===== config.mk =====
export PLATFORM = sky130hd
export DESIGN_NAME = ssat_top
export DESIGN_NICKNAME = d
export VERILOG_FILES = /design/src/core/ssat_pkg.sv /design/src/core/ssat_sync.sv /design/src/core/ssat_top.sv /design/src/core/ssat_txser.sv
export SDC_FILE = /design/constraint.sdc
export NUM_CORES = 1
export LEC_CHECK = 0
export BUFFER_PORTS_ARGS = -buffer_cell sky130_fd_sc_hd__buf_2
export CORE_MARGIN = 5
export CORE_UTILIZATION = 25
export DETAILED_ROUTE_END_ITERATION = 10
export PLACE_DENSITY = 0.39
export REMOVE_ABC_BUFFERS = 1
export SLEW_MARGIN = 30
export SYNTH_ARGS = -nofsm -noshare
export SYNTH_HDL_FRONTEND = slang
export SYNTH_SLANG_ARGS = --single-unit

===== constraint.sdc =====
create_clock -name ref_clk -period 3.2 [get_ports ref_clk]
set_input_delay 0.32 -clock ref_clk [delete_from_list [all_inputs] [get_ports ref_clk]]
set_output_delay 0.32 -clock ref_clk [all_outputs]
set_load 0.02 [all_outputs]

===== src/core/ssat_pkg.sv =====
// Purpose: shared constants for the serial transceiver
// Assumes: 8-bit host port, 8-bit characters
// Notes:   host timings are already in system clock periods
package ssat_pkg;
  // ----------------------------------------------------------
  // widths and timing
  // ----------------------------------------------------------
  localparam int unsigned DATA_W = 8;
  localparam int unsigned DIV_W = 6;
  localparam int unsigned CLK_PERIOD_NS = 10;
  localparam int unsigned CMD_DELAY_TCY = 8;
  localparam int unsigned TXE_DELAY_TCY = 20;
  localparam logic [3:0] CMD_DELAY_CYC = 4'(CMD_DELAY_TCY);
  localparam logic [4:0] TXE_DELAY_CYC = 5'(TXE_DELAY_TCY);
  // ----------------------------------------------------------
  // mode word
  // ----------------------------------------------------------
  localparam int unsigned MODE_FACT_LSB = 0;
  localparam int unsigned MODE_EXT_SYNC = 6;
  localparam int unsigned MODE_SINGLE_SYNC = 7;
  localparam logic [1:0] FACT_SYNC = 2'h0;
  localparam logic [1:0] FACT_1X = 2'h1;
  localparam logic [1:0] FACT_16X = 2'h2;
  localparam logic [1:0] FACT_64X = 2'h3;
  localparam logic [5:0] LIM_1X = 6'h00;
  localparam logic [5:0] LIM_16X = 6'h0f;
  localparam logic [5:0] LIM_64X = 6'h3f;
  localparam logic [7:0] MODE_RESET = 8'h00;
  // ----------------------------------------------------------
  // command word and status word
  // ----------------------------------------------------------
  localparam int unsigned CMD_TRANSMIT_ENABLE_BIT = 0;
  localparam int unsigned CMD_DTR = 1;
  localparam int unsigned CMD_RXEN = 2;
  localparam int unsigned CMD_SEND_BREAK_CMD = 3;
  localparam int unsigned CMD_ERST = 4;
  localparam int unsigned CMD_RTS = 5;
  localparam int unsigned CMD_IRST = 6;
  localparam int unsigned CMD_HUNT = 7;
  localparam int unsigned ST_TXFREE = 0;
  localparam int unsigned ST_RXAVAIL = 1;
  localparam int unsigned ST_TX_ALL_SENT = 2;
  localparam int unsigned ST_PERR = 3;
  localparam int unsigned ST_OVR = 4;
  localparam int unsigned ST_FERR = 5;
  localparam int unsigned ST_SYNC = 6;
  localparam int unsigned ST_DSR = 7;
  localparam logic [7:0] STAT_RESET = 8'h00;
  // ----------------------------------------------------------
  // framing
  // ----------------------------------------------------------
  localparam logic [3:0] ASYNC_BITS = 4'ha;
  localparam logic [3:0] SYNC_BITS = 4'h8;
  localparam logic [3:0] DATA_BITS = 4'h8;
  localparam logic [3:0] LAST_BIT = 4'h7;
  // ----------------------------------------------------------
  // state encodings
  // ----------------------------------------------------------
  typedef enum logic [1:0] {
    CFG_MODE = 2'b00,
    CFG_SYNC1 = 2'b01,
    CFG_SYNC2 = 2'b10,
    CFG_RUN = 2'b11
  } ssat_cfg_e;
  typedef enum logic [2:0] {
    RX_OFF = 3'b000,
    RX_ARM = 3'b001,
    RX_IDLE = 3'b010,
    RX_START = 3'b011,
    RX_DATA = 3'b100,
    RX_HUNT = 3'b101,
    RX_SYNC2 = 3'b110,
    RX_CHAR = 3'b111
  } ssat_rx_e;
endpackage


===== src/core/ssat_sync.sv =====
// Purpose: two-flop synchroniser with edge detect
// Assumes: inputs are asynchronous to ref_clk
// Notes:   edges are taken from the second and third flops only
module ssat_sync #(
  parameter int W = 1
) (
  // clock and reset
  input wire logic ref_clk,
  input wire logic reset_n,
  // raw and synchronised levels
  input wire logic [W-1:0] d,
  output logic [W-1:0] q,
  output logic [W-1:0] rise,
  output logic [W-1:0] fall
);
  logic [W-1:0] meta_q, sync_q, prev_q;

  // first flop feeds only the second
  always_ff @(posedge ref_clk or negedge reset_n) begin
    if (!reset_n) begin
      meta_q <= '0;
      sync_q <= '0;
      prev_q <= '0;
    end else begin
      meta_q <= d;
      sync_q <= meta_q;
      prev_q <= sync_q;
    end
  end

  assign q = sync_q;
  assign rise = sync_q & ~prev_q;
  assign fall = ~sync_q & prev_q;
endmodule


===== src/core/ssat_top.sv =====
// Purpose: synchronous/asynchronous serial transceiver
// Assumes: one 100 MHz clock; bit clocks and modem pins asynchronous
// Notes:   host writes mode, sync characters, then commands
// Behaviour
// - transmit-disable never cuts off characters already written or in progress.
// - transmit line idles high after transmission unless send-break is set, except that sync mode sends fill characters while enabled.
// - asynchronous receiver detects and recovers from break by itself.
// - receiver waits for a high line before accepting start bits.
// - external sync disables internal search; its flag clears on status read.
// - double sync reports found only for back-to-back sync characters.
// - enter-hunt in synchronous mode fills receive shifter with ones.
// - strobes have no effect while chip select is inactive.
// - status snapshot is frozen during a status read.
// - separate control, status, data registers; both data paths double-buffered.
// - status changes appear within 28 clocks of their cause.
// - transmitter-ready rises within 8 clocks, falls within 6 of write.
// - receiver-ready rises within 24 clocks, falls within 6 of read.
// - internal sync found within 24 clocks of completing receive edge.
// - transmitter-empty asserts no sooner than 20 clocks after last bit.
// - enable, terminal-ready, request-to-send take effect 8 clocks after write.
// - control select high reaches control/status, low reaches data.
module ssat_top (
  // clock and reset
  input wire logic ref_clk,
  input wire logic reset_n,
  // host port
  input wire logic chip_sel_n,
  input wire logic ctrl_sel,
  input wire logic wr_stb,
  input wire logic rd_stb,
  input wire logic [ssat_pkg::DATA_W-1:0] wdata,
  output logic [ssat_pkg::DATA_W-1:0] rdata,
  // serial link
  input wire logic tx_bit_clock,
  output logic txd,
  input wire logic rx_bit_clock,
  input wire logic rxd,
  // ready and empty
  output logic tx_holding_free,
  output logic rx_char_avail,
  output logic tx_all_sent,
  // sync detect pin
  output logic sync_found,
  output logic sync_found_oe,
  input wire logic sync_found_in,
  // modem control
  input wire logic dsr_n,
  input wire logic cts_n,
  output logic dtr_n,
  output logic rts_n
);
  import ssat_pkg::*;

  // ----------------------------------------------------------
  // input synchronisers
  // ----------------------------------------------------------
  logic txc_fall, rxc_rise, rxd_s, dsr_s_n, cts_s_n, ext_s;

  ssat_sync #(.W(1)) u_txc (
    .ref_clk(ref_clk), .reset_n(reset_n), .d(tx_bit_clock),
    .q(), .rise(), .fall(txc_fall)
  );
  ssat_sync #(.W(1)) u_rxc (
    .ref_clk(ref_clk), .reset_n(reset_n), .d(rx_bit_clock),
    .q(), .rise(rxc_rise), .fall()
  );
  ssat_sync #(.W(4)) u_lvl (
    .ref_clk(ref_clk), .reset_n(reset_n),
    .d({rxd, dsr_n, cts_n, sync_found_in}),
    .q({rxd_s, dsr_s_n, cts_s_n, ext_s}), .rise(), .fall()
  );

  // ----------------------------------------------------------
  // host decode
  // ----------------------------------------------------------
  logic ctl_wr, dat_wr, stat_rd, dat_rd;

  assign ctl_wr = !chip_sel_n && wr_stb && ctrl_sel;
  assign dat_wr = !chip_sel_n && wr_stb && !ctrl_sel;
  assign stat_rd = !chip_sel_n && rd_stb && ctrl_sel;
  assign dat_rd = !chip_sel_n && rd_stb && !ctrl_sel;

  // ----------------------------------------------------------
  // configuration and command
  // ----------------------------------------------------------
  ssat_cfg_e cfg_q;
  logic [7:0] mode_q, sync1_q, sync2_q;
  logic cmd_wr, irst, hunt_cmd, err_rst;
  logic rx_en_q, send_break_cmd_q, tx_en_q, dtr_q, rts_q;
  logic [2:0] pend_q;
  logic [3:0] wait_q;
  logic async_mode, ext_mode, single_sync;
  logic [DIV_W-1:0] div_lim;

  assign cmd_wr = ctl_wr && (cfg_q == CFG_RUN);
  assign irst = cmd_wr && wdata[CMD_IRST];
  assign hunt_cmd = cmd_wr && !irst && wdata[CMD_HUNT];
  assign err_rst = cmd_wr && !irst && wdata[CMD_ERST];
  assign async_mode = (mode_q[MODE_FACT_LSB +: 2] != FACT_SYNC);
  assign ext_mode = !async_mode && mode_q[MODE_EXT_SYNC];
  assign single_sync = mode_q[MODE_SINGLE_SYNC];

  // bit divider limit from the clock factor
  always_comb begin
    case (mode_q[MODE_FACT_LSB +: 2])
      FACT_16X: div_lim = LIM_16X;
      FACT_64X: div_lim = LIM_64X;
      default: div_lim = LIM_1X;
    endcase
  end

  // mode, sync characters, then commands; internal reset restarts the sequence
  always_ff @(posedge ref_clk or negedge reset_n) begin
    if (!reset_n) begin
      cfg_q <= CFG_MODE;
      mode_q <= MODE_RESET;
      sync1_q <= 8'h00;
      sync2_q <= 8'h00;
    end else if (ctl_wr) begin
      case (cfg_q)
        CFG_MODE: begin
          mode_q <= wdata;
          cfg_q <= (wdata[MODE_FACT_LSB +: 2] == FACT_SYNC) ? CFG_SYNC1 : CFG_RUN;
        end
        CFG_SYNC1: begin
          sync1_q <= wdata;
          cfg_q <= single_sync ? CFG_RUN : CFG_SYNC2;
        end
        CFG_SYNC2: begin
          sync2_q <= wdata;
          cfg_q <= CFG_RUN;
        end
        CFG_RUN: begin
          if (wdata[CMD_IRST]) begin
            cfg_q <= CFG_MODE;
          end
        end
        default: cfg_q <= CFG_MODE;
      endcase
    end
  end

  // immediate command bits
  always_ff @(posedge ref_clk or negedge reset_n) begin
    if (!reset_n) begin
      rx_en_q <= 1'b0;
      send_break_cmd_q <= 1'b0;
    end else if (irst) begin
      rx_en_q <= 1'b0;
      send_break_cmd_q <= 1'b0;
    end else if (cmd_wr) begin
      rx_en_q <= wdata[CMD_RXEN];
      send_break_cmd_q <= wdata[CMD_SEND_BREAK_CMD];
    end
  end

  // enable and modem outputs wait out the command delay
  always_ff @(posedge ref_clk or negedge reset_n) begin
    if (!reset_n) begin
      pend_q <= 3'h0;
      wait_q <= 4'h0;
      tx_en_q <= 1'b0;
      dtr_q <= 1'b0;
      rts_q <= 1'b0;
    end else if (irst) begin
      wait_q <= 4'h0;
      tx_en_q <= 1'b0;
      dtr_q <= 1'b0;
      rts_q <= 1'b0;
    end else if (cmd_wr) begin
      pend_q <= {wdata[CMD_RTS], wdata[CMD_DTR], wdata[CMD_TRANSMIT_ENABLE_BIT]};
      wait_q <= CMD_DELAY_CYC;
    end else if (wait_q != 4'h0) begin
      wait_q <= wait_q - 4'h1;
      if (wait_q == 4'h1) begin
        {rts_q, dtr_q, tx_en_q} <= pend_q;
      end
    end
  end

  assign dtr_n = !dtr_q;
  assign rts_n = !rts_q;

  // ----------------------------------------------------------
  // transmitter
  // ----------------------------------------------------------
  logic hold_full_q, tx_load, tx_busy, tx_bit, tx_idle;
  logic [7:0] hold_q;
  logic [4:0] txe_cnt_q;
  logic txfree_q, txe_q;

  // transmit holding register in front of the shifter
  always_ff @(posedge ref_clk or negedge reset_n) begin
    if (!reset_n) begin
      hold_q <= 8'h00;
      hold_full_q <= 1'b0;
    end else if (irst) begin
      hold_full_q <= 1'b0;
    end else if (dat_wr) begin
      hold_q <= wdata;
      hold_full_q <= 1'b1;
    end else if (tx_load) begin
      hold_full_q <= 1'b0;
    end
  end

  // loading ignores the enable, so written data always goes out
  ssat_txser u_tx (
    .ref_clk(ref_clk),
    .reset_n(reset_n),
    .txc_fall(txc_fall),
    .div_lim(div_lim),
    .async_mode(async_mode),
    .hold_full(hold_full_q),
    .hold_data(hold_q),
    .fill_en(!async_mode && tx_en_q),
    .fill_char(sync1_q),
    .load(tx_load),
    .busy(tx_busy),
    .ser_out(tx_bit)
  );

  assign tx_idle = !tx_busy && !hold_full_q;

  // line, ready and empty outputs
  always_ff @(posedge ref_clk or negedge reset_n) begin
    if (!reset_n) begin
      txd <= 1'b1;
      txfree_q <= 1'b0;
      txe_cnt_q <= 5'h00;
      txe_q <= 1'b0;
    end else begin
      txd <= send_break_cmd_q ? 1'b0 : tx_bit;
      // drops the cycle after a data write
      txfree_q <= !hold_full_q && !dat_wr;
      // empty only after the idle guard time
      if (!tx_idle) begin
        txe_cnt_q <= 5'h00;
      end else if (txe_cnt_q != TXE_DELAY_CYC) begin
        txe_cnt_q <= txe_cnt_q + 5'h01;
      end
      txe_q <= tx_idle && (txe_cnt_q == TXE_DELAY_CYC);
    end
  end

  // pin form also needs enable and clear-to-send
  assign tx_holding_free = txfree_q && tx_en_q && !cts_s_n;
  assign tx_all_sent = txe_q;

  // ----------------------------------------------------------
  // receiver
  // ----------------------------------------------------------
  ssat_rx_e rx_st_q;
  logic [7:0] rx_sh_q, rx_char_q, sh_next;
  logic [DIV_W-1:0] rx_cnt_q;
  logic [3:0] rx_bit_q;
  logic rx_done_q, rx_ferr_q, brk_q, sync_int_q, samp;

  assign sh_next = {rxd_s, rx_sh_q[7:1]};
  assign samp = rxc_rise && (rx_cnt_q == div_lim);

  // character assembly, break and sync search
  always_ff @(posedge ref_clk or negedge reset_n) begin
    if (!reset_n) begin
      rx_st_q <= RX_OFF;
      rx_sh_q <= 8'hff;
      rx_char_q <= 8'h00;
      rx_cnt_q <= '0;
      rx_bit_q <= 4'h0;
      rx_done_q <= 1'b0;
      rx_ferr_q <= 1'b0;
      brk_q <= 1'b0;
      sync_int_q <= 1'b0;
    end else begin
      rx_done_q <= 1'b0;
      rx_ferr_q <= 1'b0;
      // status read clears, a match in the same cycle wins below
      if (stat_rd) begin
        sync_int_q <= 1'b0;
      end
      if (!rx_en_q) begin
        rx_st_q <= RX_OFF;
        brk_q <= 1'b0;
        sync_int_q <= 1'b0;
      end else if (hunt_cmd && !async_mode) begin
        // flush shifter to ones before hunting
        rx_sh_q <= 8'hff;
        rx_st_q <= RX_HUNT;
        sync_int_q <= 1'b0;
      end else begin
        case (rx_st_q)
          RX_OFF: begin
            rx_sh_q <= 8'hff;
            rx_st_q <= async_mode ? RX_ARM : RX_HUNT;
          end
          // no start search until the line is seen high
          RX_ARM: begin
            if (rxc_rise && rxd_s) begin
              rx_st_q <= RX_IDLE;
              brk_q <= 1'b0;
            end
          end
          RX_IDLE: begin
            if (rxc_rise && !rxd_s) begin
              rx_cnt_q <= '0;
              rx_bit_q <= 4'h0;
              rx_st_q <= (div_lim == LIM_1X) ? RX_DATA : RX_START;
            end
          end
          // false start bit rejected at mid-bit
          RX_START: begin
            if (rxc_rise) begin
              if (rx_cnt_q == (div_lim >> 1)) begin
                rx_cnt_q <= '0;
                rx_st_q <= rxd_s ? RX_IDLE : RX_DATA;
              end else begin
                rx_cnt_q <= rx_cnt_q + 6'h01;
              end
            end
          end
          RX_DATA: begin
            if (samp) begin
              rx_cnt_q <= '0;
              if (rx_bit_q == DATA_BITS) begin
                // null char with low stop bit is break
                if (!rxd_s && rx_sh_q == 8'h00) begin
                  brk_q <= 1'b1;
                  rx_st_q <= RX_ARM;
                end else begin
                  rx_char_q <= rx_sh_q;
                  rx_done_q <= 1'b1;
                  rx_ferr_q <= !rxd_s;
                  rx_st_q <= RX_IDLE;
                end
              end else begin
                rx_sh_q <= sh_next;
                rx_bit_q <= rx_bit_q + 4'h1;
              end
            end else if (rxc_rise) begin
              rx_cnt_q <= rx_cnt_q + 6'h01;
            end
          end
          RX_HUNT: begin
            if (rxc_rise) begin
              rx_sh_q <= sh_next;
              rx_bit_q <= 4'h0;
              if (ext_mode) begin
                if (ext_s) begin
                  rx_st_q <= RX_CHAR;
                end
              end else if (sh_next == sync1_q) begin
                // flag set in the matching edge cycle in single sync mode only
                sync_int_q <= single_sync;
                rx_st_q <= single_sync ? RX_CHAR : RX_SYNC2;
              end
            end
          end
          // second sync must follow with no gap
          RX_SYNC2: begin
            if (rxc_rise) begin
              rx_sh_q <= sh_next;
              if (rx_bit_q == LAST_BIT) begin
                rx_bit_q <= 4'h0;
                sync_int_q <= (sh_next == sync2_q);
                rx_st_q <= (sh_next == sync2_q) ? RX_CHAR : RX_HUNT;
              end else begin
                rx_bit_q <= rx_bit_q + 4'h1;
              end
            end
          end
          RX_CHAR: begin
            if (rxc_rise) begin
              rx_sh_q <= sh_next;
              if (rx_bit_q == LAST_BIT) begin
                rx_bit_q <= 4'h0;
                rx_char_q <= sh_next;
                rx_done_q <= 1'b1;
              end else begin
                rx_bit_q <= rx_bit_q + 4'h1;
              end
            end
          end
          default: rx_st_q <= RX_OFF;
        endcase
      end
    end
  end

  // ----------------------------------------------------------
  // receive holding and error flags
  // ----------------------------------------------------------
  logic [7:0] rx_hold_q;
  logic rx_avail_q, ovr_q, fe_q, ext_flag_q;

  // receive holding register; set wins over read and reset
  always_ff @(posedge ref_clk or negedge reset_n) begin
    if (!reset_n) begin
      rx_hold_q <= 8'h00;
      rx_avail_q <= 1'b0;
      ovr_q <= 1'b0;
      fe_q <= 1'b0;
    end else begin
      if (rx_done_q) begin
        rx_hold_q <= rx_char_q;
      end
      // cleared the cycle after a data read
      rx_avail_q <= rx_done_q || (rx_avail_q && !dat_rd);
      ovr_q <= (rx_done_q && rx_avail_q && !dat_rd) || (ovr_q && !err_rst);
      fe_q <= rx_ferr_q || (fe_q && !err_rst);
    end
  end

  assign rx_char_avail = rx_avail_q;

  // external sync latch clears on status read
  always_ff @(posedge ref_clk or negedge reset_n) begin
    if (!reset_n) begin
      ext_flag_q <= 1'b0;
    end else begin
      ext_flag_q <= (ext_mode && ext_s) || (ext_flag_q && !stat_rd);
    end
  end

  // sync pin: break in async, input in external mode
  always_ff @(posedge ref_clk or negedge reset_n) begin
    if (!reset_n) begin
      sync_found <= 1'b0;
      sync_found_oe <= 1'b0;
    end else begin
      sync_found <= async_mode ? brk_q : sync_int_q;
      sync_found_oe <= !ext_mode;
    end
  end

  // ----------------------------------------------------------
  // status and read data
  // ----------------------------------------------------------
  logic [7:0] stat_live, stat_q;

  always_comb begin
    stat_live = STAT_RESET;
    stat_live[ST_TXFREE] = !hold_full_q;
    stat_live[ST_RXAVAIL] = rx_avail_q;
    stat_live[ST_TX_ALL_SENT] = txe_q;
    stat_live[ST_PERR] = 1'b0;
    stat_live[ST_OVR] = ovr_q;
    stat_live[ST_FERR] = fe_q;
    stat_live[ST_SYNC] = async_mode ? brk_q : (ext_mode ? ext_flag_q : sync_int_q);
    stat_live[ST_DSR] = !dsr_s_n;
  end

  // snapshot held while status is read
  always_ff @(posedge ref_clk or negedge reset_n) begin
    if (!reset_n) begin
      stat_q <= STAT_RESET;
    end else if (!stat_rd) begin
      stat_q <= stat_live;
    end
  end

  // read data stands one cycle only
  always_ff @(posedge ref_clk or negedge reset_n) begin
    if (!reset_n) begin
      rdata <= 8'h00;
    end else if (stat_rd) begin
      rdata <= stat_q;
    end else if (dat_rd) begin
      rdata <= rx_hold_q;
    end else begin
      rdata <= 8'h00;
    end
  end
endmodule


===== src/core/ssat_txser.sv =====
// Purpose: transmit shifter fed from the holding register
// Assumes: txc_fall is a one-cycle pulse per bit-clock falling edge
// Notes:   a new frame may start on the edge that ends the previous one
module ssat_txser (
  // clock and reset
  input wire logic ref_clk,
  input wire logic reset_n,
  // bit timing
  input wire logic txc_fall,
  input wire logic [ssat_pkg::DIV_W-1:0] div_lim,
  input wire logic async_mode,
  // holding register side
  input wire logic hold_full,
  input wire logic [ssat_pkg::DATA_W-1:0] hold_data,
  input wire logic fill_en,
  input wire logic [ssat_pkg::DATA_W-1:0] fill_char,
  output logic load,
  // serial side
  output logic busy,
  output logic ser_out
);
  import ssat_pkg::*;

  logic [9:0] sh_q;
  logic [3:0] left_q;
  logic [DIV_W-1:0] div_q;
  logic adv, start;
  logic [7:0] chr;
  logic [9:0] frame;

  // end of a bit period; a frame only starts at a bit boundary
  assign adv = txc_fall && (left_q != 4'h0) && (div_q == div_lim);
  assign start = ((txc_fall && left_q == 4'h0) || (adv && left_q == 4'h1)) && (hold_full || fill_en);
  assign load = start && hold_full;
  assign busy = (left_q != 4'h0);
  assign ser_out = busy ? sh_q[0] : 1'b1;

  // sync fill only when nothing was written
  always_comb begin
    chr = hold_full ? hold_data : fill_char;
    frame = async_mode ? {1'b1, chr, 1'b0} : {2'b11, chr};
  end

  // shifter and bit divider
  always_ff @(posedge ref_clk or negedge reset_n) begin
    if (!reset_n) begin
      sh_q <= 10'h3ff;
      left_q <= 4'h0;
      div_q <= '0;
    end else if (start) begin
      sh_q <= frame;
      left_q <= async_mode ? ASYNC_BITS : SYNC_BITS;
      div_q <= '0;
    end else if (adv) begin
      sh_q <= {1'b1, sh_q[9:1]};
      left_q <= left_q - 4'h1;
      div_q <= '0;
    end else if (txc_fall && busy) begin
      div_q <= div_q + 6'h01;
    end
  end
endmodule


Word-level counts from Yosys, hierarchy flattened:

Cells that the tools add are included.

* register bits: 151
* input port bits: 20
* output and inout port bits: 16

* bitwise logic cells: 6
* mux-type cells: 121
* equal/unequal tests: 58
* reductions and logical operators: 93
* add/sub/neg operators: 6

Operators by type and width (number)
* 2-to-1 mux 8 bit: 12
* 2-to-1 mux 1 bit: 53
* 2-to-1 mux 3 bit: 17
* 2-to-1 mux 6 bit: 8
* 2-to-1 mux 4 bit: 11
* logical AND 1 bit: 36
* inequality test 4 bit (second input constant): 9
* one-hot mux 8 bit (3 select lines): 1
* inequality test 2 bit (second input constant): 11
* inequality test 3 bit (second input constant): 7
* one-hot mux 3 bit (7 select lines): 1
* 2-to-1 mux 10 bit: 2
* one-hot mux 6 bit (3 select lines): 1
* == test 8 bit: 2
* zero test 1 bit: 16
* one-hot mux 4 bit (4 select lines): 1
* one-hot mux 8 bit (2 select lines): 1
* AND reduction 8 bit: 2
* nonzero test 4 bit: 4
* adder 6 x 1 -> 6 bit (second input constant): 2
* == test 3 bit (second input constant): 4
* == test 6 bit: 2
* one-hot mux 6 bit (2 select lines): 1
* AND reduction 12 bit: 1
* other kinds (38): 79

Longest topological paths before layout:

Gate-level depths: netlist (run 1).

* word-level depth: 11
* depth in mapped cells: 9

By module:

A second synthesis (run 1) with hierarchy kept.

* cells, all modules: 672
* area, all modules: 7518.5 µm²

Modules (own cells, without submodules)
* ssat_top: seq. area each 2839.0 µm², instances 1, area each 5599.1 µm², cells each 509
* ssat_txser: seq. area each 486.7 µm², instances 1, area each 1368.8 µm², cells each 133
* ssat_sync (u_lvl): seq. area each 300.3 µm², instances 1, area each 370.4 µm², cells each 20
* ssat_sync (u_rxc ...): seq. area each 75.1 µm², instances 2, area each 90.1 µm², cells each 5

Least setup slack after synthesis (run 1):

Ideal clock, no wire load.

* kind: register -> register
* from: reg rx_cnt_q[1]
* to: reg rx_bit_q[3]
* data arrival time: 2329 ps
* period minus slack after synthesis: 2409 ps
* buffers on the path: 0
* stages on the path, launching flop included: 7
* setup slack: 791 ps
* setup time: 80 ps
* path through: dfrtp_1 > or4_1 > a2bb2oi_1 > a211o_1 > a211o_4 > or4_4 > o211ai_2

* word-level cells in the longest chain between the ends: 4

RTL lines
* start: declaration: RTL line ssat_top.sv:255 `logic [DIV_W-1:0] rx_cnt_q;`
* start signal: assignment: RTL line ssat_top.sv:317 `rx_cnt_q <= rx_cnt_q + 6'h01;`
* start signal: assignment: RTL line ssat_top.sv:340 `rx_cnt_q <= rx_cnt_q + 6'h01;`
* == test 6 bit: RTL line ssat_top.sv:260 `assign samp = rxc_rise && (rx_cnt_q == div_lim);`
* logical AND 1 bit: RTL line ssat_top.sv:260
* inequality test 2 bit (no line)
* AND reduction 8 bit (no line)
* end signal: assignment: RTL line ssat_top.sv:337 `rx_bit_q <= rx_bit_q + 4'h1;`
* end signal: assignment: RTL line ssat_top.sv:367 `rx_bit_q <= rx_bit_q + 4'h1;`
* end signal: assignment: RTL line ssat_top.sv:379 `rx_bit_q <= rx_bit_q + 4'h1;`
* end: declaration: RTL line ssat_top.sv:256 `logic [3:0] rx_bit_q;`

Every way passes these cells.
A chain may end at the register's enable or synchronous reset.

Worst setup path in the final report (run 1):

* from: reg mode_q[1]
* to: reg rx_bit_q[3]

* word-level cells in the longest chain between the ends: 6
* elaborated cells between the ends (all ways): 11
* those cells by class: eq/ne: 4; mux: 1; bitwise: 1; reduce/logical: 5

RTL lines
* start: declaration: RTL line ssat_top.sv:87 `logic [7:0] mode_q, sync1_q, sync2_q;`
* start signal: assignment: RTL line ssat_top.sv:122 `mode_q <= wdata;`
* == test 2 bit: RTL line ssat_top.sv:105 `case (mode_q[MODE_FACT_LSB +: 2])`
* one-hot mux 6 bit (2 select lines): RTL line ssat_top.sv:105
* == test 6 bit: RTL line ssat_top.sv:260
* logical AND 1 bit: RTL line ssat_top.sv:260
* inequality test 2 bit (no line)
* AND reduction 8 bit (no line) *

Every way passes the cells marked *; elsewhere a longest branch is shown, timed or not.

==> metrics.cfg, run 1 <==
[sta]
maxSlewViolCount=0
fmaxAchievable_ghz=0.375
fin_crit_ns=2.67
worstMarginPinSlew_ns=0.771
clock-skew-final_ns=0.0135
post-route-period-util_pct=83.4
rsz0062_at_grt=no
final_hold_viol_count=0
setup-violations-final=0
holdWs_ns=0.206
slew_headroom_pct=48.6

[drt]
first_iter_violations=224
vias=4977
ant_nets=0
drt_first_pass_iters=4
wl_per_cell_um=16.2
drcViolationCount=0
via_per_inst=4.66
routed_wl_um=17300

[cells_and_area]
nFillCells=2938
antenna_cells=0
final_nets=714
utilization_pct=29.7
drive_gt1_share_pct=24.7
design_area_um2=8290
syn2layout_area_growth_pct=16.4

[setup_path]
worstSetupEndpointType=flop
cp_slowest_cell=dfrtp_1
max_stage_delay_ns=0.54
path_class=reg -> reg
rr_worst_depth=6
crit_chain=or4_1 > a2bb2oi_1 > a211o_1 > a211o_4 > or4_4 > o211ai_2
cp.required_ns=3.55
r2r_slack_ns=0.53
crit_arrival_ns=3.02
setup.worst_path.start_class=flop
critPathMaxFanout=13

[power_and_ir_drop]
ir_worst_vdd_uv=310
p_per_area_nw_per_um2=801
power_leakage_uw=0.00358
p_total_uw=6640

[job]
drv_cap=0

[grt]
track_usage_pct=11.4
grt.overflow.total=0
antenna_found_initial=0
grt_pass1_vias=5124
grt_max_degree=77
grt_pass1_wl_um=28600

[floorplan]
io_pins=36
die_y_um=179
core_um2=27900
initial_core_util_pct=25.5
fp.dieArea_um2=32000
die_w_um=179
rows=61

[clock_tree]
cts_resized=0
cts.sinks=146
cts_tree=yes
clk_latency_ns=0.42
cts_hold_buf=7
htree_levels=4
post_cts_buffers=0
numCtsBuffers=17
cts_root_buffer=clkbuf_16
cts_buffer_depth=2
clk_pin_slew_worst_paths_ns=0.07

[placement]
hpwl_um=12600
portBuffers=35
globalplace.congestion=0.826
placed_cell_area_um2=7670

[yosys]
yosys-top-cells-count=128 x dfrtp_1, 67 x nand2_1, 50 x mux2_2
synthArstFlopShare_pct=100
synth_warnings=0
synthDistinctLibCells=69
synth_area_leader_cell=dfrtp_1
synth_cells=639
synth_top_flop_cell=dfrtp_1
netlist_area_um2=7120
yosysSeqAreaShare_pct=51.6
synth_area_leaders=dfrtp_1 45%, mux2_2 7.9%, dfstp_2 6.6%, nand2_1 3.5%, xnor2_1 3.2%
yosysTopAreaCellShare_pct=45.0
synth_edf_count=0
synth_most_common_cell=dfrtp_1
ys_seq_elements=146
syn_avg_cell_area_um2=11.1

[status]
status=finished clean

[min_path]
hold-path-cell-count=2
min_path_type=in -> reg

## final timing paths
check,start,end
max in group asynchronous,reset_n,u_tx.sh_q[8]
hold / removal,wdata[3],send_break_cmd_q
setup / recovery,mode_q[1],rx_bit_q[3]
hold reg to reg,u_lvl.meta_q[1],u_lvl.q[1]
setup reg to reg,mode_q[1],rx_bit_q[3]
min in group asynchronous,reset_n,rdata[5]
## critical path: cells and delay by family (launching register included)
kind,cells,cell delay (ns)
compound gates,4,1.05
flops,1,0.54
simple gates,2,1.00
## cells in the final DEF (no fill, tap or decap), types with 17 or more instances in the layout
cell type,n
buf_2,34
a21oi_1,17
nor2_1,44
dfrtp_1,128
nand2_1,67
mux2_2,50
xnor2_1,26
clkbuf_16,17
inv_1,27
dfstp_2,18
o21ai_0,34
## power breakdown
part           leakage (uW)  internal, uW  total [uW]  switching (uW)
logic               0.00152           928        1870             940
clock network      0.000265          1010        1890             874
registers           0.00180          2370        2880             510
## cell families (layout without fill, tap and decap cells)
family	after synthesis	after routing	share of synthesized area [%]
and+or+nand+nor	192	192	13.3
DFF	146	146	51.6
AOI/OAI and AO/OA	121	121	11.9
muxes	70	70	11.8
buffers and inverters	59	111	4.24
xor gates and xnor gates	35	35	4.31
adders and majority gates	16	16	2.81
## flip-flops by register name (all words and copies together), names as in the netlist, 5 cells and up
signal      cells
rx_cnt_q        6
u_tx.sh_q       9
rx_sh_q         8
stat_q          7
u_tx.div_q      6
rdata           8
hold_q          8
sync2_q         8
rx_hold_q       8
rx_char_q       8
sync1_q         8
txe_cnt_q       5
## layout make-up
| class | instances | area [um2] | share of cell area [%] |
|---|---|---|---|
| tap | 378 | 473 | 5.71 |
| clock buffer | 17 | 425 | 5.13 |
| timing repair buffer | 52 | 339 | 4.09 |
| multi-input combinational | 434 | 3150 | 38.0 |
| inverter | 27 | 101 | 1.22 |
| clock inverter | 15 | 126 | 1.52 |
| sequential | 146 | 3680 | 44.3 |
## per-stage QoR
step	TNS, ns	cells	setup WS (ns)
floorplan	-0.00742	607	-0.00742
global placement	0	1030	0.610
detailed placement	0	1030	0.541
CTS	0	1069	0.537
global route	0	1069	0.372
finish	0	1069	0.531
## layer usage
| layer | routed length [um] | up-vias | share of wire (%) | global-route usage [%] |
|---|---|---|---|---|
| li1 | - | 2361 | - | - |
| met1 | 8380 | 2517 | 48 | 15.5 |
| met2 | 8070 | 83 | 47 | 18.2 |
| met3 | 669 | 16 | 3.9 | 2.59 |
| met4 | 219 | 0 | 1.3 | 3.55 |
| met5 | 0 | - | 0 | 0 |
Note: power is estimated with default switching activity, not from simulation.
==> run 2: changes to the inputs <==
--- a/config.mk
+++ b/config.mk
@@ -5,11 +5,12 @@
 export SDC_FILE = /design/constraint.sdc
 export NUM_CORES = 1
 export LEC_CHECK = 0
+export ABC_AREA = 1
 export BUFFER_PORTS_ARGS = -buffer_cell sky130_fd_sc_hd__buf_2
 export CORE_MARGIN = 5
 export CORE_UTILIZATION = 25
 export DETAILED_ROUTE_END_ITERATION = 10
-export PLACE_DENSITY = 0.39
+export PLACE_DENSITY = 0.41
 export REMOVE_ABC_BUFFERS = 1
 export SLEW_MARGIN = 30
 export SYNTH_ARGS = -nofsm -noshare
==> constraint.sdc (replaced) <==
create_clock -name ref_clk -period 2.3 [get_ports ref_clk]
set_input_delay 0.23 -clock ref_clk [delete_from_list [all_inputs] [get_ports ref_clk]]
set_output_delay 0.23 -clock ref_clk [all_outputs]
set_load 0.02 [all_outputs]
==> run 2 against run 1 <==
Via count rose by 17%. Final cell count rose by 26%. Clock-buffer cell count did not move. Area after synthesis rose by 2.7%. Flip-flop and latch count did not move.
==> metrics.cfg, run 2 <==
[status]
status=finished clean

[min_path]
worstHoldEndpoint=sync1_q[4]
min_path_type=in -> reg
min-delay-start=wdata[4]
hold-path-cell-count=3  ; +1

[grt]
grt_max_degree=54  ; -30%
grt.overflow.total=0  ; unchanged
met2_usage_pct=18.7  ; +0.47 points
grt_pass1_wl_um=32800  ; +15%
grt_util_met1_pct=18.4  ; +2.9 points
antenna_found_initial=0  ; unchanged
busiest_layer=met2
grt_pass1_vias=5778  ; +13%
grt_use_met3_pct=2.39  ; -0.20 points
track_usage_pct=12.5  ; +1.1 points

[yosys]
synth_area_leaders=dfrtp_1 44%, nand2_1 12%, o21ai_0 7.2%, dfstp_2 6.5%, inv_1 5.2%
yosysSeqAreaShare_pct=50.3  ; -1.3 points
netlist_area_um2=7310  ; +2.7%
synth_most_common_cell=nand2_1
synth_top_flop_cell=dfrtp_1
yosys-top-cells-count=238 x nand2_1, 128 x dfrtp_1, 105 x o21ai_0
syn_avg_cell_area_um2=8.22  ; -26%
synth_area_leader_cell=dfrtp_1
ys_seq_elements=146  ; unchanged
synth_cells=889  ; +39%
synthDistinctLibCells=41  ; -41%
synth_edf_count=0  ; unchanged
synthArstFlopShare_pct=100  ; unchanged
synth_warnings=0  ; unchanged
yosysTopAreaCellShare_pct=43.8  ; -1.2 points

[setup_path]
crit_arrival_ns=2.32  ; -0.70 ns
rr_worst_depth=8  ; +2
r2r_end=rx_char_q[2]
path_class=reg -> reg
critPathMaxFanout=16  ; +3
worstSetupEndpointType=flop
reg2reg_from=rx_st_q[2]
cp.required_ns=2.61  ; -0.94 ns
r2r_slack_ns=0.29  ; -0.25 ns
setup.worst_path.start_class=flop

[floorplan]
core_um2=28800  ; +3.0%
fp.dieArea_um2=32800  ; +2.5%
die_w_um=181  ; +1.2%
io_pins=36  ; unchanged
initial_core_util_pct=25.4  ; -0.093 points
die_y_um=181  ; +1.2%
rows=62  ; +1.6%

[drt]
drt_first_pass_iters=5  ; +1
first_iter_violations=308  ; +38%
drcViolationCount=0  ; unchanged
via_per_inst=4.33  ; -7.1%
vias=5822  ; +17%
routed_wl_um=19900  ; +15%
wl_per_cell_um=14.8  ; -8.8%
ant_nets=0  ; unchanged

[sta]
rsz0062_at_grt=no
clock-skew-final_ns=0.0137  ; +0.000211 ns
fmaxAchievable_ghz=0.496  ; +32%
holdWs_ns=0.164  ; -0.0424 ns
setup_tns_ns=0  ; unchanged
worstMarginPinSlew_ns=0.740  ; -0.0315 ns
maxSlewViolCount=0  ; unchanged
fin_crit_ns=2.01  ; -0.654 ns
final_hold_viol_count=0  ; unchanged
slew_headroom_pct=50.5  ; +2.0 points
setup-violations-final=0  ; unchanged
post-route-period-util_pct=87.6  ; +4.2 points

[cells_and_area]
largest_reg_flops=9  ; unchanged
regArea_um2=3680  ; about the same
multiInputGateArea_um2=3070  ; -2.4%
antenna_cells=0  ; unchanged
drive_gt1_share_pct=16.4  ; -8.3 points
nFillCells=3072  ; +4.6%
final_nets=985  ; +38%
final_cell_mix=238 x nand2_1, 127 x dfrtp_1, 105 x o21ai_0, 101 x inv_1, 60 x nand3_1
final_common_cell=nand2_1
syn2layout_area_growth_pct=19.3
top_register=u_tx.sh_q

[power_and_ir_drop]
ir_worst_vdd_uv=479  ; +54%
power_leakage_uw=0.00416  ; +16%
p_total_uw=10500  ; +58%
p_per_area_nw_per_um2=1200  ; +50%

[job]
drv_cap=0  ; unchanged

[placement]
globalplace.congestion=0.865  ; +4.7%
hpwl_um=14400  ; +14%
portBuffers=35  ; unchanged

[clock_tree]
cts_tree=yes
cts_buffer_depth=2  ; unchanged
numCtsBuffers=17  ; unchanged
htree_levels=4  ; unchanged
cts_root_buffer=clkbuf_16
post_cts_buffers=0  ; unchanged
clk_latency_ns=0.43  ; about the same
cts.sinks=146  ; unchanged
clk_pin_slew_worst_paths_ns=0.07  ; about the same

==> run 2: cell count changes in the layout (fill, tap and decap cells not counted), moves of 17 or more <==
cell,before,now
nand3_1,13,60
xnor2_1,26,9
mux2_2,50,0
nand2_1,67,238
o21ai_0,34,105
inv_1,27,101
==> run 2: worst max-delay path by stage <==
stage,startpoint,end,slack [ns],cells after the start
global placement,u_tx.left_q[0],u_tx.left_q[1],0.24,13
CTS,mode_q[1],rx_char_q[2],0.16,9
detailed placement,mode_q[1],rx_char_q[4],0.21,9
floorplan,u_tx.left_q[0],u_tx.left_q[1],0.31,14
finish,rx_st_q[2],rx_char_q[2],0.29,8
global route,mode_q[1],rx_char_q[2],0.08,9
==> run 2: metal layers <==
metal / vias up / share of wire (%)
met1: 2718 / 51
met5: - / 0
met2: 94 / 43
met3: 21 / 3.2
li1: 2989 / -
met4: 0 / 2.3
==> run 2: cell families after synthesis <==
logic type	count (synthesis)	synth area share (%)
AOI/OAI and AO/OA	166	12.8
xor gates and xnor gates	17	2.04
adders and majority gates	16	2.74
buffers and inverters	135	7.65
DFF	146	50.3
muxes	3	0.411
and+or+nand+nor	406	24.0
==> run 2: power breakdown <==
part           leakage (uW)  switching, uW  internal, uW
Sequential          0.00182            720          3470
Clock              0.000303           1400          1500
Combinational       0.00203           2140          1280
Total               0.00416           4260          6250
==> run 2: through the flow <==
| stage | setup slack [ns] | cell area [um2] | std cells | utilization [%] |
|---|---|---|---|---|
| final | 0.285 | 8720 | 1346 | 30.3 |
| after global routing | 0.0803 | 8720 | 1346 | 30.3 |
| after CTS | 0.163 | 8720 | 1346 | 30.3 |
| after detailed placement | 0.210 | 8020 | 1307 | 27.9 |
| after global placement | 0.240 | 8020 | 1307 | 27.9 |
| after floorplan | 0.306 | 7170 | 866 | - |
==> run 2: repair_timing <==
action	CTS	global route
gates resized for setup	0	1
endpoints found under the hold margin	43	0
hold buffers	7	0
setup endpoints to repair	0	7
==> run 2: cell type report <==
class,count,area share (%)
clock buffer,17,4.88
tap,384,5.51
inverter,112,4.84
timing repair buffer,64,5.07
clock inverter,15,2.28
sequential,146,42.2
multi-input combinational,608,35.2
==> run 2: critical path: stages (launching register included) <==
cell	delay [ns]
dfrtp_1	0.48
inv_2	0.23
nor2_2	0.11
inv_1	0.18
o21ai_0	0.13
nor2_1	0.14
nand3_2	0.35
nand2_1	0.21
o21ai_2	0.06
==> run 3: changes to the inputs <==
--- a/config.mk
+++ b/config.mk
@@ -10,7 +10,8 @@
 export CORE_MARGIN = 5
 export CORE_UTILIZATION = 25
 export DETAILED_ROUTE_END_ITERATION = 10
-export PLACE_DENSITY = 0.41
+export GPL_TIMING_DRIVEN = 0
+export PLACE_DENSITY_LB_ADDON = 0.08
 export REMOVE_ABC_BUFFERS = 1
 export SLEW_MARGIN = 30
 export SYNTH_ARGS = -nofsm -noshare
==> run 3 against run 2 <==
Register-to-register slack got worse by 0.12 ns. Sequential share of layout area increased by 0.42 points. Clock-buffer cell count unchanged. Routed wire length decreased by 0.85%. Flip-flop and latch count unchanged. Power decreased by 0.52%. Clock skew about the same. Worst hold slack got worse by 0.019 ns. Fmax decreased by 5.5%. Combinational power decreased by 1%.
==> metrics.cfg, run 3 (synthesis gave the netlist of run 2 again) <==
[status]
status=finished clean

[floorplan]
fp.dieArea_um2=32800  ; unchanged
core_um2=28800  ; unchanged
rows=62  ; unchanged
initial_core_util_pct=25.4  ; unchanged
die_y_um=181  ; unchanged
die_w_um=181  ; unchanged
io_pins=36  ; unchanged

[cells_and_area]
drive_gt1_share_pct=15.2  ; -1.2 points
antenna_cells=0  ; unchanged
final_nets=969  ; -1.6%
syn2layout_area_growth_pct=18.1
largest_reg_flops=9  ; unchanged
final_common_cell=nand2_1
instances_no_fill=1330  ; -1.2%
final_cell_mix=238 x nand2_1, 127 x dfrtp_1, 105 x o21ai_0, 101 x inv_1, 60 x nand3_1
top_register=u_tx.sh_q

[drt]
wl_per_cell_um=14.8  ; +0.34%
drcViolationCount=0  ; unchanged
ant_nets=0  ; unchanged
first_iter_violations=400  ; +30%
drt_first_pass_iters=4  ; -1
routed_wl_um=19700  ; -0.85%
via_per_inst=4.28  ; -1.0%
vias=5695  ; -2.2%

[grt]
grt_max_degree=79  ; +46%
grt.overflow.total=0  ; unchanged
antenna_found_initial=0  ; unchanged
grt_pass1_vias=5803  ; +0.43%
track_usage_pct=12.6  ; about the same
grt_pass1_wl_um=32700  ; -0.36%

[sta]
clock-skew-final_ns=0.0135  ; -0.000172 ns
final_hold_viol_count=0  ; unchanged
maxSlewViolCount=0  ; unchanged
post-route-period-util_pct=92.7  ; +5.1 points
layout_setup_ws_ns=0.168  ; -0.117 ns
rsz0062_at_grt=no
fmaxAchievable_ghz=0.469  ; -5.5%
worstMarginPinSlew_ns=0.727  ; -0.0129 ns
setup-violations-final=0  ; unchanged
slew_headroom_pct=51.4  ; +0.86 points
fin_crit_ns=2.13  ; +0.117 ns

[setup_path]
max_stage_delay_ns=0.42  ; -0.06 ns
worstSetupEndpointType=flop
crit_arrival_ns=2.45  ; +0.13 ns
cp.required_ns=2.61  ; about the same
path_class=reg -> reg
setup.worst_path.start_class=flop
critPathMaxFanout=11  ; -5
cp_slowest_cell=dfrtp_1
crit_chain=ha_1 > nand2_1 > nor2_2 > nand3_2 > inv_2 > nor2_2 > nand2_2 > nor2_1 > xor2_1 > nor2_1

[clock_tree]
numCtsBuffers=17  ; unchanged
htree_levels=4  ; unchanged
cts_buffer_depth=2  ; unchanged
clk_pin_slew_worst_paths_ns=0.07  ; about the same
cts.sinks=146  ; unchanged
cts_root_buffer=clkbuf_16
cts_tree=yes
clk_latency_ns=0.44  ; about the same

[job]
drv_cap=0  ; unchanged

[placement]
globalplace.congestion=0.787  ; -9.0%
place_inst=1286  ; -1.6%
portBuffers=35  ; unchanged
dp_slack_ns=-0.310  ; -0.520 ns
hpwl_um=14100  ; -2.0%

[power_and_ir_drop]
p_per_area_nw_per_um2=1210  ; +0.46%
ir_worst_vdd_uv=416  ; -13%
power_leakage_uw=0.00409  ; -1.7%

[min_path]
min_path_type=in -> reg

==> run 3: changes by cell type in the layout (fill, tap and decap cells not counted), moves of 2 or more <==
| cell | delta |
|---|---|
| buf_4 | -15 |
| nor2_2 | -3 |
| nor2_4 | +3 |
| buf_12 | -2 |
==> run 3: what timing repair did <==
action / in CTS / in global routing
buffers inserted: 2 / 3
hold buffers: 7 / 0
setup endpoints to repair: 25 / 20
cloned: 0 / 0
pin swaps: 1 / 2
hold endpoints to repair: 72 / 0
gates resized for setup: 3 / 4
==> run 3: path summary, 6_finish.rpt <==
path | from | end | slack [ns] | cells past startpoint
min | wdata[4] | sync2_q[4] | 0.15 | 3
max in group asynchronous | reset_n | u_tx.sh_q[6] | 1.11 | 3
min in group asynchronous | reset_n | u_lvl.meta_q[3] | 0.35 | 2
max reg2reg | cfg_q[0] | rx_cnt_q[4] | 0.17 | 10
min reg2reg | u_lvl.meta_q[1] | u_lvl.q[1] | 0.35 | 0
max | cfg_q[0] | rx_cnt_q[4] | 0.17 | 10
==> run 3: power breakdown <==
group | internal, uW | total [uW] | switching, uW
Combinational | 1280 | 3380 | 2100
Sequential | 3460 | 4230 | 767
Clock | 1480 | 2840 | 1370
==> run 3: metal layers <==
layer | vias up | GRT usage, % | part of all wire, %
li1 | 2950 | - | -
met1 | 2668 | 17.9 | 52
met2 | 58 | 19.3 | 45
met3 | 19 | 2.86 | 2.4
met4 | 0 | 3.30 | 1.2
met5 | - | 0 | 0
==> run 3: area by class of cell <==
type                       count  area [um2]
clock buffer                  17         425
clock inverter                15         188
fill                        3096       20100
inverter                     112         422
multi-input combinational    608        3120
sequential                   146        3680
tap                          384         480
timing repair buffer          48         320
==> run 3: metrics by stage <==
step                utilization, %  setup TNS, ns  power, uW  hold WS [ns]  cell area, um2
floorplan                        -              0       6540       -0.0656            7170
global placement              27.2        -208.61       7590         0.332            7830
detailed placement            27.3          -3.84       7600         0.252            7870
CTS                           29.8              0      10500         0.147            8580
global route                  30.0              0      11400         0.156            8630
finish                        30.0              0      10400         0.145            8630
==> run 3: critical path: cells and delay by family, from the launching register on <==
family / cells / cell delay [ns]
buf+inv: 1 / 0.11
fa+ha+maj: 1 / 0.24
flops: 1 / 0.42
xor+xnor: 1 / 0.16
simple gates: 7 / 1.07
